`src/asss_pkg.sv`:
```
package asss_pkg;
    // command codes
    localparam logic [7:0] CMD_SHARED_START_PULSE = 8'h06;
    localparam logic [7:0] CMD_SHARED_STOP_PULSE = 8'h07;
    localparam logic [7:0] CMD_OWN_AXIS_START = 8'h2a;
    localparam logic [7:0] CMD_START = 8'h50;
    localparam logic [7:0] CMD_STOP = 8'h49;
    localparam logic [7:0] CMD_EMERGENCY_STOP = 8'h05;
    // register offsets
    localparam logic [3:0] ADDR_COMMAND = 4'h0;
    localparam logic [3:0] ADDR_MODE = 4'h1;
    localparam logic [3:0] ADDR_ENV1 = 4'h2;
    localparam logic [3:0] ADDR_IRQ_EN = 4'h3;
    localparam logic [3:0] ADDR_EVENT_CAUSE = 4'h4;
    localparam logic [3:0] ADDR_STATUS = 4'h5;
    localparam logic [3:0] ADDR_ERROR_CAUSE = 4'h6;
    // field positions
    localparam int MODE_SYNC_LO = 18;
    localparam int MODE_SHARED_STOP_EN = 24;
    localparam int MODE_STOP_PULSE_FAULT = 25;
    localparam int MODE_PER_AXIS_PIN_MODE = 26;
    localparam int ENV1_START_TRIGGER = 18;
    localparam int ENV1_STOP_HANDLING = 19;
    localparam int ENV1_OWN_START_POL = 24;
    localparam int ENV1_START_PIN_SEL = 30;
    localparam int IRQ_START_EVENT = 18;
    localparam int CAUSE_START_EVENT = 19;
    localparam int STS_SHARED_START = 5;
    localparam int STS_SHARED_STOP = 6;
    localparam int STS_OWN_START = 8;
    localparam int ERR_SHARED_STOP = 8;
    localparam logic [1:0] SYNC_WAIT_START = 2'b01;
    // condition codes
    localparam logic [3:0] COND_STOPPED = 4'b0000;
    localparam logic [3:0] COND_WAIT_START = 4'b0010;
    localparam logic [3:0] COND_RUNNING = 4'b1000;
    // timing
    localparam int CLK_HZ = 20_000_000;
    localparam int START_PULSE_NS = 400;
    localparam int PULSE_CYCLES = (START_PULSE_NS * (CLK_HZ / 1_000_000) + 999) / 1000;
    localparam logic [31:0] RESET_WORD = 32'h0000_0000;

    typedef enum logic [1:0] {
        ASSS_IDLE = 2'b00,
        ASSS_WAIT = 2'b01,
        ASSS_RUN = 2'b10
    } asss_state_t;

    typedef struct packed {
        logic start;
        logic stop_now;
        logic stop_decel;
    } asss_motion_t;
endpackage : asss_pkg

```
`src/asss_axis_sync.sv`:
```
`timescale 1ns/100ps
module asss_axis_sync
    import asss_pkg::*;
#(
    parameter int NUM_AXES = 4
) (
    // clock and reset
    input wire logic sys_clk,
    input wire logic rst,
    // register port
    input wire logic [3:0] reg_addr,
    input wire logic [31:0] reg_wdata,
    input wire logic [NUM_AXES-1:0] reg_axis_sel,
    input wire logic reg_wr,
    input wire logic reg_rd,
    output logic [31:0] reg_rdata,
    // shared open-drain lines
    input wire logic shared_start_line_in,
    output logic shared_start_line_out,
    output logic shared_start_line_oe,
    input wire logic shared_stop_line_in,
    output logic shared_stop_line_out,
    output logic shared_stop_line_oe,
    // per-axis pins and motion side
    input wire logic [NUM_AXES-1:0] per_axis_start_pin,
    input wire logic [NUM_AXES-1:0] axis_fault_stop,
    input wire logic [NUM_AXES-1:0] axis_done,
    output asss_motion_t [NUM_AXES-1:0] axis_motion,
    output logic [NUM_AXES-1:0] irq_request
);

    // three-stage synchronisers for shared lines
    logic [2:0] sta_sync;
    logic [2:0] stp_sync;
    logic sta_low;
    logic sta_low_d;
    logic stp_low;

    always_ff @(posedge sys_clk) begin
        if (rst) begin
            sta_sync <= 3'h7;
            stp_sync <= 3'h7;
            sta_low <= 1'b0;
            sta_low_d <= 1'b0;
            stp_low <= 1'b0;
        end else begin
            sta_sync <= {sta_sync[1:0], shared_start_line_in};
            stp_sync <= {stp_sync[1:0], shared_stop_line_in};
            if (sta_sync[1] == sta_sync[2]) begin
                sta_low <= ~sta_sync[2];
            end
            if (stp_sync[1] == stp_sync[2]) begin
                stp_low <= ~stp_sync[2];
            end
            sta_low_d <= sta_low;
        end
    end

    wire sta_fall = sta_low & ~sta_low_d;

    // command decode
    wire cmd_wr = reg_wr && (reg_addr == ADDR_COMMAND);
    wire [7:0] cmd_code = reg_wdata[7:0];
    wire cmd_start_pulse = cmd_wr && (cmd_code == CMD_SHARED_START_PULSE);
    wire cmd_stop_pulse = cmd_wr && (cmd_code == CMD_SHARED_STOP_PULSE);

    // one-shot pulse generators
    logic [3:0] sta_cnt;
    logic [3:0] stp_cnt;
    logic fault_pulse_req;

    always_ff @(posedge sys_clk) begin
        if (rst) begin
            sta_cnt <= 4'h0;
            stp_cnt <= 4'h0;
        end else begin
            if (cmd_start_pulse && sta_cnt == 4'h0) begin
                sta_cnt <= 4'(PULSE_CYCLES);
            end else if (sta_cnt != 4'h0) begin
                sta_cnt <= sta_cnt - 4'h1;
            end
            if ((cmd_stop_pulse || fault_pulse_req) && stp_cnt == 4'h0) begin
                stp_cnt <= 4'(PULSE_CYCLES);
            end else if (stp_cnt != 4'h0) begin
                stp_cnt <= stp_cnt - 4'h1;
            end
        end
    end

    // open-drain drive: output low, enabled while pulling
    assign shared_start_line_out = 1'b0;
    assign shared_start_line_oe = (sta_cnt != 4'h0);
    assign shared_stop_line_out = 1'b0;
    assign shared_stop_line_oe = (stp_cnt != 4'h0);

    // per-axis logic
    logic [NUM_AXES-1:0] fault_emit;
    logic [31:0] axis_rdata [NUM_AXES];

    genvar g;
    generate
        for (g = 0; g < NUM_AXES; g++) begin : gen_axis
            logic [31:0] mode_reg;
            logic [31:0] env1_reg;
            logic [31:0] irq_en_reg;
            logic cause_start;
            logic err_stop;
            logic [2:0] pin_sync;
            logic own_raw;
            logic own_raw_d;
            asss_state_t state;
            asss_state_t next_state;
            logic [31:0] rd_q;

            wire sel = reg_axis_sel[g];
            wire pin_sel = env1_reg[ENV1_START_PIN_SEL];
            wire trig_edge = env1_reg[ENV1_START_TRIGGER];
            wire own_on = own_raw;
            wire own_rise = own_raw & ~own_raw_d;
            wire sync_wait = mode_reg[MODE_SYNC_LO+1:MODE_SYNC_LO] == SYNC_WAIT_START;
            wire stop_en = mode_reg[MODE_SHARED_STOP_EN];
            wire cmd_here = cmd_wr && sel;
            wire c_start = cmd_here && (cmd_code == CMD_START);
            wire c_own = cmd_here && (cmd_code == CMD_OWN_AXIS_START);
            wire c_stop = cmd_here && (cmd_code == CMD_STOP || cmd_code == CMD_EMERGENCY_STOP);
            wire shared_go = trig_edge ? sta_fall : sta_low;
            wire line_go = pin_sel ? own_on : shared_go;
            wire start_event = pin_sel ? own_rise : sta_fall;
            wire stop_hit = stop_en && stp_low && (state != ASSS_IDLE);
            wire stop_decel = env1_reg[ENV1_STOP_HANDLING];
            wire wr_mode = reg_wr && sel && reg_addr == ADDR_MODE;
            wire wr_env1 = reg_wr && sel && reg_addr == ADDR_ENV1;
            wire wr_irq = reg_wr && sel && reg_addr == ADDR_IRQ_EN;
            wire wr_cause = reg_wr && sel && reg_addr == ADDR_EVENT_CAUSE;
            wire wr_err = reg_wr && sel && reg_addr == ADDR_ERROR_CAUSE;
            wire [3:0] cond = (state == ASSS_WAIT) ? COND_WAIT_START :
                (state == ASSS_RUN) ? COND_RUNNING : COND_STOPPED;
            wire [31:0] status_word = {23'h0, own_on, 1'b0, stp_low, sta_low, 1'b0, cond};

            always_comb begin
                next_state = state;
                case (state)
                    ASSS_IDLE: begin
                        if (c_start) begin
                            next_state = sync_wait ? ASSS_WAIT : ASSS_RUN;
                        end
                    end
                    ASSS_WAIT: begin
                        if (c_stop || stop_hit) begin
                            next_state = ASSS_IDLE;
                        end else if (line_go || c_own) begin
                            next_state = ASSS_RUN;
                        end
                    end
                    ASSS_RUN: begin
                        if (c_stop || stop_hit || axis_done[g] || axis_fault_stop[g]) begin
                            next_state = ASSS_IDLE;
                        end
                    end
                    default: next_state = ASSS_IDLE;
                endcase
            end

            always_ff @(posedge sys_clk) begin
                if (rst) begin
                    state <= ASSS_IDLE;
                    mode_reg <= RESET_WORD;
                    env1_reg <= RESET_WORD;
                    irq_en_reg <= RESET_WORD;
                    cause_start <= 1'b0;
                    err_stop <= 1'b0;
                    pin_sync <= 3'h0;
                    own_raw <= 1'b0;
                    own_raw_d <= 1'b0;
                    axis_motion[g] <= '0;
                    rd_q <= RESET_WORD;
                end else begin
                    state <= next_state;
                    pin_sync <= {pin_sync[1:0], per_axis_start_pin[g]};
                    if (pin_sync[1] == pin_sync[2]) begin
                        own_raw <= (pin_sync[2] == env1_reg[ENV1_OWN_START_POL]) && pin_sel;
                    end
                    own_raw_d <= own_raw;
                    if (wr_mode) mode_reg <= reg_wdata;
                    if (wr_env1) env1_reg <= reg_wdata;
                    if (wr_irq) irq_en_reg <= reg_wdata;
                    if (start_event) begin
                        cause_start <= 1'b1;
                    end else if (wr_cause && reg_wdata[CAUSE_START_EVENT]) begin
                        cause_start <= 1'b0;
                    end
                    if (stop_hit) begin
                        err_stop <= 1'b1;
                    end else if (wr_err && reg_wdata[ERR_SHARED_STOP]) begin
                        err_stop <= 1'b0;
                    end
                    axis_motion[g].start <= (next_state == ASSS_RUN) && (state != ASSS_RUN);
                    axis_motion[g].stop_now <= stop_hit && !stop_decel;
                    axis_motion[g].stop_decel <= stop_hit && stop_decel;
                    case (reg_addr)
                        ADDR_MODE: rd_q <= mode_reg;
                        ADDR_ENV1: rd_q <= env1_reg;
                        ADDR_IRQ_EN: rd_q <= irq_en_reg;
                        ADDR_EVENT_CAUSE: rd_q <= 32'(cause_start) << CAUSE_START_EVENT;
                        ADDR_STATUS: rd_q <= status_word;
                        ADDR_ERROR_CAUSE: rd_q <= 32'(err_stop) << ERR_SHARED_STOP;
                        default: rd_q <= RESET_WORD;
                    endcase
                end
            end

            assign irq_request[g] = cause_start && irq_en_reg[IRQ_START_EVENT];
            assign fault_emit[g] = axis_fault_stop[g] && mode_reg[MODE_STOP_PULSE_FAULT]
                && (state == ASSS_RUN);
            assign axis_rdata[g] = rd_q;
        end
    endgenerate

    assign fault_pulse_req = |fault_emit;

    // read data: lowest selected axis, one cycle after strobe
    logic rd_d;
    logic [NUM_AXES-1:0] sel_d;
    always_ff @(posedge sys_clk) begin
        if (rst) begin
            rd_d <= 1'b0;
            sel_d <= '0;
        end else begin
            rd_d <= reg_rd;
            sel_d <= reg_axis_sel;
        end
    end

    always_comb begin
        reg_rdata = 32'h0000_0000;
        for (int i = NUM_AXES - 1; i >= 0; i--) begin
            if (rd_d && sel_d[i]) begin
                reg_rdata = axis_rdata[i];
            end
        end
    end

endmodule : asss_axis_sync

```
`config.mk`:
```
export PLATFORM = sky130hd
export DESIGN_NAME = asss_axis_sync
export DESIGN_NICKNAME = d
export VERILOG_FILES = /design/src/asss_pkg.sv /design/src/asss_axis_sync.sv
export SDC_FILE = /design/constraint.sdc
export NUM_CORES = 1
export LEC_CHECK = 0
export BUFFER_PORTS_ARGS = -buffer_cell sky130_fd_sc_hd__buf_2
export CORE_UTILIZATION = 40
export DETAILED_ROUTE_END_ITERATION = 6
export PLACE_DENSITY_LB_ADDON = 0.05
export SYNTH_ARGS = -nofsm -noshare
export SYNTH_HDL_FRONTEND = slang
export SYNTH_SLANG_ARGS = --single-unit
```
`constraint.sdc`:
```
create_clock -name sys_clk -period 1.5 [get_ports sys_clk]
set_input_delay 0.075 -clock sys_clk [delete_from_list [all_inputs] [get_ports sys_clk]]
set_output_delay 0.075 -clock sys_clk [all_outputs]
set_load 0.01 [all_outputs]
```
# ---- After elaboration in Yosys (flattened, before gate mapping)
# Index checks and enable logic that the tools add are counted.
# W data, S select, Z words.
dict set report word_totals {
  reg_bits 582
  output_inout_bits 52
  inputBits 58
  elab_cells 332
}
dict set report op_classes {
  reduce_logical 141
  bitwise_logic 12
  n_mux 72
  n_addsub 2
  n_eq_ne 42
}
# operator count
set op_table {}
lappend op_table {{$pmux W32 S6} 4}
lappend op_table {{$mux W32} 4}
lappend op_table {{$logic_and A1 B1 Y1} 93}
lappend op_table {{$mux W4} 12}
lappend op_table {{$mux W2} 20}
lappend op_table {{$mux W1} 28}
lappend op_table {{$reduce_bool A2 Y1} 14}
lappend op_table {{$eq A8 B3 Y1 const B} 3}
lappend op_table {{$pmux W2 S3} 4}
lappend op_table {{$logic_or A1 B1 Y1} 18}
lappend op_table {{$eq A2 B1 Y1 const B} 8}
lappend op_table {{$eq A2 B2 Y1 const B} 8}
lappend op_table {{$eq A8 B7 Y1 const B} 2}
lappend op_table {{$eq A4 B3 Y1 const B} 3}
lappend op_table {{$logic_not A4 Y1} 3}
lappend op_table {{$eq A1 B1 Y1} 10}
lappend op_table {{$eq A4 B2 Y1 const B} 2}
lappend op_table {{$eq A8 B6 Y1 const B} 1}
lappend op_table {{$logic_not A2 Y1} 4}
lappend op_table {{$ne A2 B2 Y1 const B} 4}
lappend op_table {{$reduce_bool A4 Y1} 2}
lappend op_table {{$sub A4 B1 Y4 const B} 2}
lappend op_table {{$not A1 Y1} 7}
lappend op_table {{$and A1 B1 Y1} 5}
lappend op_table {{other kinds (4)} 8}

# ---- Logic depth before layout (Yosys ltp)
# Gate-level depths: netlist of run 1.
dict set report logic_depth {
  word_depth 11
  depth_mapped 7
  depth_no_buf 6
}

# ---- Least setup slack after synthesis of run 1
# No wires, ideal clock.
dict set report synth_timing {
  path_kind {input port to flip-flop}
  start {input port reg_wdata[3]}
  end {register axis_motion[11] (netlist bit)}
  path_buffers 1
  setup_time_ps 132
  arrival_time_ps 1435
  t_required_ps 1368
  slack_ps -68
  path_stages 6
  cell_sequence {buf_2 > or3b_1 > a2111oi_4 > a21boi_2 > a31oi_1 > nor3_1}
}
dict set report synth_between {
  elab_chain_len 10
  elab_cells_between_ends 19
  cone_classes {eq/ne: 5; mux: 5; reduce/logical: 9}
}
# element line
set synth_lines {}
lappend synth_lines {{from (decl)} asss_axis_sync.sv:12} ;# input wire logic [31:0] reg_wdata,
lappend synth_lines {{$eq A8 B7 Y1 / $eq A8 B3 Y1 (equally long branches)} asss_axis_sync.sv:125} ;# wire c_stop = cmd_here && (cmd_code == CMD_STOP || cmd_code == CMD_EMERGENCY_STOP);
lappend synth_lines {{$logic_or A1 B1 Y1} asss_axis_sync.sv:125}
lappend synth_lines {{$logic_and A1 B1 Y1} asss_axis_sync.sv:125}
lappend synth_lines {{$logic_or A1 B1 Y1} {asss_axis_sync.sv:149, asss_axis_sync.sv:156}}
lappend synth_lines {{$logic_or A1 B1 Y1 (2 in series)} asss_axis_sync.sv:156} ;# if (c_stop || stop_hit || axis_done[g] || axis_fault_stop[g]) begin
lappend synth_lines {{$mux W2} asss_axis_sync.sv:156}
lappend synth_lines {{$pmux W2 S3 *} asss_axis_sync.sv:142} ;# case (state)
lappend synth_lines {{$eq A2 B2 Y1 *} asss_axis_sync.sv:197} ;# axis_motion[g].start <= (next_state == ASSS_RUN) && (state != ASSS_RUN);
lappend synth_lines {{$logic_and A1 B1 Y1 *} asss_axis_sync.sv:197}
lappend synth_lines {{to (decl)} asss_axis_sync.sv:28} ;# output asss_motion_t [NUM_AXES-1:0] axis_motion,
# Mark *: on every way between the ends. The rest lies on a longest branch, timed or not.
# A chain may end at the register's enable or synchronous reset.

# ---- Worst setup path in the final report of run 1
dict set report layout_timing {
  start {register rd_d}
  end {output port reg_rdata[5]}
}
dict set report layout_between {
  elab_chain_len 5
  elab_cells_between_ends 8
  cone_classes {mux: 4; reduce/logical: 4}
}
# element line
set layout_lines {}
lappend layout_lines {{from (decl)} asss_axis_sync.sv:222} ;# logic rd_d;
lappend layout_lines {{from (signal assigned)} asss_axis_sync.sv:229} ;# rd_d <= reg_rd;
lappend layout_lines {{$logic_and A1 B1 Y1} asss_axis_sync.sv:237} ;# if (rd_d && sel_d[i]) begin
lappend layout_lines {{$mux W32 (3 in series)} asss_axis_sync.sv:237}
lappend layout_lines {{$mux W32 *} asss_axis_sync.sv:237}
lappend layout_lines {{to (decl)} asss_axis_sync.sv:16} ;# output logic [31:0] reg_rdata,
# Marked as above.

==> results of run 1 <==
## power by group
| group | total (mW) | leakage [nW] | internal [mW] | switching, mW |
|---|---|---|---|---|
| Clock | 16.8 | 1.11 | 10.1 | 6.67 |
| Combinational | 2.87 | 3.89 | 1.23 | 1.63 |
| Sequential | 15.8 | 4.70 | 15.7 | 0.146 |
| Total | 35.5 | 9.71 | 27.0 | 8.45 |
## worst min path at each step
stage / to / slack, ns / depth (start not counted)
2_1_floorplan: sta_sync[0]$_SDFF_PP1_ / 0.18 / 1
3_3_place_gp: sta_sync[0]$_SDFF_PP1_ / 0.26 / 2
3_5_place_dp: sta_sync[0]$_SDFF_PP1_ / 0.26 / 2
4_1_cts: axis_motion[5]$_SDFF_PP0_ / 0.005 / 6
5_1_grt: gen_axis[0].state[1]$_SDFF_PP0_ / 0.07 / 6
6_report: gen_axis[2].state[1]$_SDFF_PP0_ / 0.02 / 6
## final cells by class
class                           count  area, sq um
Fill cell                        5058        25900
Sequential cell                   582        11700
Multi-Input combinational cell   1848         9640
Timing Repair Buffer              377         3650
Clock buffer                       96         1960
Tap cell                          696          871
Clock inverter                     21          303
Inverter                           13         51.3
Antenna cell                        3         7.51
## kinds of logic (layout without fill, tap and decap cells)
group                    count (synthesis)  count (layout)  synth area share [%]
buffers and inverters                  253             507                  4.70
AO/OA/AOI/OAI                          735             735                  21.1
flip-flops                             582             582                  53.1
adder cells (fa/ha/maj)                  4               4                 0.217
XOR/XNOR                                 5               5                 0.200
AND/OR/NAND/NOR                       1102            1102                  20.6
other                                    1               5                0.0171
## cells in the mapped netlist (8+ instances only)
| master | n | area (sq um) |
|---|---|---|
| a21oi_1 | 428 | 2140 |
| clkbuf_1 | 182 | 683 |
| buf_2 | 55 | 275 |
| dfxtp_1 | 582 | 11700 |
| a221o_1 | 35 | 350 |
| nand3_1 | 26 | 130 |
| nor2b_1 | 29 | 181 |
| nor3_1 | 16 | 80.1 |
| inv_1 | 13 | 48.8 |
| a222oi_1 | 108 | 1080 |
| and2_1 | 8 | 50.1 |
| o21ai_0 | 86 | 430 |
| nor2_1 | 133 | 499 |
| a22oi_1 | 35 | 263 |
| nand2_1 | 833 | 3130 |
| a31oi_1 | 11 | 68.8 |
## timing repair
action,in CTS,in global routing
hold buffers,43,0
gates cloned,7,0
pin swaps,37,10
setup buffers,11,5
hold endpoints to repair,364,0
gates resized for setup,132,26
setup endpoints to repair,36,42
## layer usage
| layer | track usage (%) | wire length [um] | up-vias |
|---|---|---|---|
| li1 | - | - | 9625 |
| met1 | 40.6 | 36600 | 10100 |
| met2 | 48.3 | 39400 | 878 |
| met3 | 4.41 | 6280 | 148 |
| met4 | 10.6 | 2580 | 0 |
| met5 | 0 | 0 | - |
## stage by stage
stage,area [sq um],setup slack [ns]
floorplan,21900,-0.00643
global placement,24900,-0.287
detailed placement,24900,-0.291
CTS,28000,-0.740
global route,28100,-0.774
finish,28100,-0.701
## worst register-to-register path: stages (launching register included)
cell and delay, ns:
dfxtp_2 0.33, inv_2 0.08, ha_4 0.13, and2_4 0.15, inv_4 0.04, buf_4 0.13, or3_1 0.30, o21ai_0 0.18
==> results.json, run 1 <==
{
  "grt_max_degree": 119,
  "final_common_cell": "nand2_1",
  "worstMarginPinSlew_ns": 0.593,
  "grt_usage_pct": 29.9,
  "fp.dieW_um": 236,
  "violations": "design-rule violations, negative setup slack",
  "drt_drc_violations_left": 1,
  "layout-drive-gt1-share_pct": 18.8,
  "cts.sinks": 582,
  "path_buf_inv": 3,
  "critPathLaunch": "rd_d$_SDFF_PP0_",
  "reg2reg_slack_ns": 0.08,
  "finalHoldWorstSlack_ns": 0.0217,
  "grt_overflow_total": 0,
  "power.total_mw": 35.5,
  "finalSetupViolCount": 34,
  "dr.pass1.iters": 7,
  "fin_crit_sh_pct": 147,
  "cts_tree": "yes",
  "wl_per_cell_um": 23.3,
  "area_growth_pct": 28.4,
  "path_class": "flop to output pin",
  "crit_family": "compound AO/OA/AOI/OAI gates",
  "fin_util_pct": 52.1,
  "worstSkewPairLatency_ns": 0.61,
  "htree_levels": 3,
  "cp-endpoint": "reg_rdata[5]",
  "synth_cells": 2682,
  "clk_pin_slew_worst_paths_ns": 0.06,
  "r2r_end": "stp_cnt[0]$_SDFFE_PP0P_",
  "max_freq_ghz": 0.454,
  "crit_fanout": 5,
  "status": "complete, but fails checks",
  "rows": 85,
  "antenna_found_initial": 7,
  "timing.rr.start": "stp_cnt[0]$_SDFFE_PP0P_",
  "port_buffers": 107,
  "vias": 20700,
  "ff2ff_path_depth": 7,
  "peakVddDrop_uv": 786,
  "cp.arrival_ns": 2.13,
  "tns_ns": -20.84,
  "cts-root-buf": "clkbuf_16",
  "cp.depth": 7,
  "die_area_sq_mm": 0.0557,
  "core-area_sq_mm": 0.0540,
  "drtIter0Drc": 2066,
  "vias_per_cell": 5.69,
  "critical_path.endpoint_type": "output pin",
  "wl_um": 84800,
  "min_period_ns": 2.20,
  "die_h_um": 236,
  "drtAntennaViolNets": 0,
  "cts_buffer_depth": 3,
  "min_from": "axis_fault_stop[2]",
  "nets": 2949,
  "synth_ff_type": "dfxtp_1",
  "required_ns": 1.42,
  "hp-class": "input pin to flop",
  "synth_edf_count": 0,
  "power.density_mw_per_mm2": 1260,
  "p_leak_nw": 9.71,
  "slew_viol_final": 0,
  "fin_cells": 3636,
  "yosysSeqAreaShare_pct": 53.1,
  "grt_pass1_vias": 19700,
  "synth_warnings": 0,
  "synth_area_sq_mm": 0.0219,
  "grt_pass1_wl_um": 126000,
  "dp_hpwl_um": 52800,
  "final_cell_mix": "nand2_1 (833), dfxtp_1 (573), a21oi_1 (428), buf_4 (154), nor2_1 (120)",
  "cp_cell_sequence": "and2_4 -> buf_12 -> buf_16 -> a221o_1 -> o21ai_1 -> o21ai_2 -> buf_2",
  "async_flop_share_pct": 0,
  "ys_ff_latch": 582,
  "place_congestion": 0.873,
  "start_kind": "flop",
  "maxCapViolations": 0,
  "avgSynthCellArea_sq_um": 8.17,
  "slowest_delay_ns": 0.33,
  "synth.distinct_cells": 51,
  "layout_setup_ws_ns": -0.701,
  "rsz0062_at_grt": "true",
  "slowest_stage": "dfxtp_2",
  "io_pins": 110,
  "relSlewSlack_pct": 60.5,
  "cts_buffers": 66,
  "dp_cells": 3460,
  "initial_core_util_pct": 40.6,
  "final_hold_viol_count": 0,
  "skew_ns": 0.0247
}
(Power assumes the default switching activity.)
==> run 2: changes to the inputs <==
- SKIP_CTS_REPAIR_TIMING: default -> 1
==> run 2 against run 1 <==
  * The run ends with design-rule violations, negative hold slack, negative setup slack left
  * Setup slack got worse by 0.060 ns
  * Sequential share of layout area increased by 0.23 points
  * Fmax decreased by 2.7%
  * Register-to-register slack about the same
  * Routed wire length decreased by 0.45%
  * Utilization decreased by 0.29 points
  * Power decreased by 0.62%
  * Largest cell class unchanged
==> results.json, run 2 (synthesis gave the netlist of run 1 again) <==
{
  "timing.rr.start": "gen_axis[0].state[1]$_SDFF_PP0_",
  "worst_path_most_repeated_cell": "buf_12",
  "dp_hpwl_um": 52800,
  "ff2ff_path_depth": 5,
  "power.density_mw_per_mm2": 1260,
  "tns_ns": -20.88,
  "layout-drive-gt1-share_pct": 18.4,
  "grt_max_degree": 119,
  "skew_ns": 0.0229,
  "die_area_sq_mm": 0.0557,
  "clk_pin_slew_worst_paths_ns": 0.06,
  "htree_levels": 3,
  "die_h_um": 236,
  "drt_drc_violations_left": 12,
  "r2r_end": "stp_cnt[1]$_SDFFE_PP0P_",
  "rows": 85,
  "min_period_ns": 2.26,
  "layout_setup_ws_ns": -0.761,
  "cp_cell_sequence": "and2_4 -> buf_12 -> buf_12 -> a221o_1 -> o21ai_2 -> o21ai_1 -> buf_2",
  "final_cell_mix": "nand2_1 (832), dfxtp_1 (574), a21oi_1 (428), buf_4 (147), nor2_1 (120)",
  "violations": "design-rule violations, negative hold slack, negative setup slack",
  "worstMarginPinSlew_ns": 0.575,
  "crit_fanout": 6,
  "min_from": "axis_done[1]",
  "fin_util_pct": 51.8,
  "worstSkewPairLatency_ns": 0.61,
  "grt_usage_pct": 29.1,
  "wl_per_cell_um": 23.3,
  "drtAntennaViolNets": 0,
  "peakVddDrop_uv": 785,
  "cts_buffer_depth": 3,
  "initial_core_util_pct": 40.6,
  "maxCapViolations": 0,
  "cts_tree": "yes",
  "grt_pass1_wl_um": 123000,
  "fp.dieW_um": 236,
  "hp-class": "input pin to flop",
  "slew_viol_final": 0,
  "core-area_sq_mm": 0.0540,
  "area_growth_pct": 27.7,
  "hold_depth": 6,
  "slowest_delay_ns": 0.40,
  "antenna_found_initial": 8,
  "final_common_cell": "nand2_1",
  "required_ns": 1.42,
  "path_class": "flop to output pin",
  "relSlewSlack_pct": 61.6,
  "place_congestion": 0.873,
  "io_pins": 110,
  "critical_path.endpoint_type": "output pin",
  "finalSetupViolCount": 34,
  "p_leak_nw": 9.63,
  "grt_overflow_total": 0,
  "wl_um": 84400,
  "slowest_stage": "a221o_1",
  "finalHoldWorstSlack_ns": -0.00972,
  "grt_pass1_vias": 19100,
  "reg2reg_slack_ns": 0.09,
  "cts-root-buf": "clkbuf_16",
  "cts_buffers": 66,
  "status": "complete, but fails checks",
  "regArea_sq_mm": 0.0117,
  "rsz0062_at_grt": "true",
  "start_kind": "flop",
  "fillers": 5073,
  "fin_crit_sh_pct": 151,
  "dr.pass1.iters": 7,
  "nets": 2936,
  "cp.arrival_ns": 2.19,
  "port_buffers": 107,
  "vias_per_cell": 5.70,
  "max_freq_ghz": 0.442,
  "vias": 20600,
  "holdPathEnd": "axis_motion[5]$_SDFF_PP0_",
  "final_hold_viol_count": 2,
  "drtIter0Drc": 2198,
  "multiInputGateArea_sq_mm": 0.00964,
  "cts.sinks": 582
}
## run 2: cell count changes in the layout (fill, tap and decap cells not counted), moves of 2 or more
| cell | before | now |
|---|---|---|
| and2_1 | 2 | 4 |
| buf_2 | 97 | 94 |
| clkbuf_16 | 69 | 73 |
| buf_6 | 15 | 18 |
| dlygate4sd3_1 | 43 | 40 |
| buf_4 | 154 | 147 |
| buf_16 | 6 | 0 |
| o21ai_2 | 32 | 28 |
| dfxtp_2 | 9 | 7 |
| o21ai_1 | 29 | 31 |
## run 2: layout make-up
class | instances | area share [%]
clock buffers | 96 | 7.00
inverters | 13 | 0.183
repair buffers | 364 | 12.5
well taps | 696 | 3.11
clock inverters | 21 | 1.08
flip-flops and latches | 582 | 41.7
multi-input cells | 1848 | 34.5
diodes | 2 | 0.0179
## run 2: where the power goes
part | total [mW] | internal [mW] | switching (mW)
Combinational | 2.64 | 1.07 | 1.57
Sequential | 15.8 | 15.7 | 0.145
Clock | 16.8 | 10.1 | 6.67
## run 2: stage by stage
stage,setup WS (ns),cell area (sq um),total power [mW],cells
detailed placement,-0.291,24900,18.3,3460
finish,-0.761,28000,35.3,3622
global placement,-0.287,24900,18.2,3460
floorplan,-0.00643,21900,17.3,2683
CTS,-0.943,27100,35.0,3577
global route,-0.819,28000,36.4,3622
## run 2: metal layers
layer / up-vias / global-route usage, % / part of all wire, %
li1: 9610 / - / -
met1: 10100 / 40.1 / 44
met2: 814 / 46.9 / 47
met3: 132 / 4.06 / 6.8
met4: 0 / 9.39 / 2.6
met5: - / 0 / 0
## run 2: worst max-delay path, delay by kind of cell, from the launching register on
family | cells | cell delay (ns)
AO/OA/AOI/OAI | 3 | 0.59
buffers and inverters | 3 | 0.43
flip-flops | 1 | 0.36
AND/OR/NAND/NOR | 1 | 0.22
## run 2: how the worst max path moves through the flow
stage | startpoint | endpoint | slack, ns | cells after the start
final | rd_d$_SDFF_PP0_ | reg_rdata[4] | -0.76 | 7
after global routing | rd_d$_SDFF_PP0_ | reg_rdata[4] | -0.82 | 7
after CTS | rd_d$_SDFF_PP0_ | reg_rdata[17] | -0.94 | 8
after detailed placement | rd_d$_SDFF_PP0_ | reg_rdata[17] | -0.29 | 8
after global placement | rd_d$_SDFF_PP0_ | reg_rdata[17] | -0.29 | 8
after floorplan | reg_wdata[2] | axis_motion[11]$_SDFF_PP0_ | -0.006 | 6
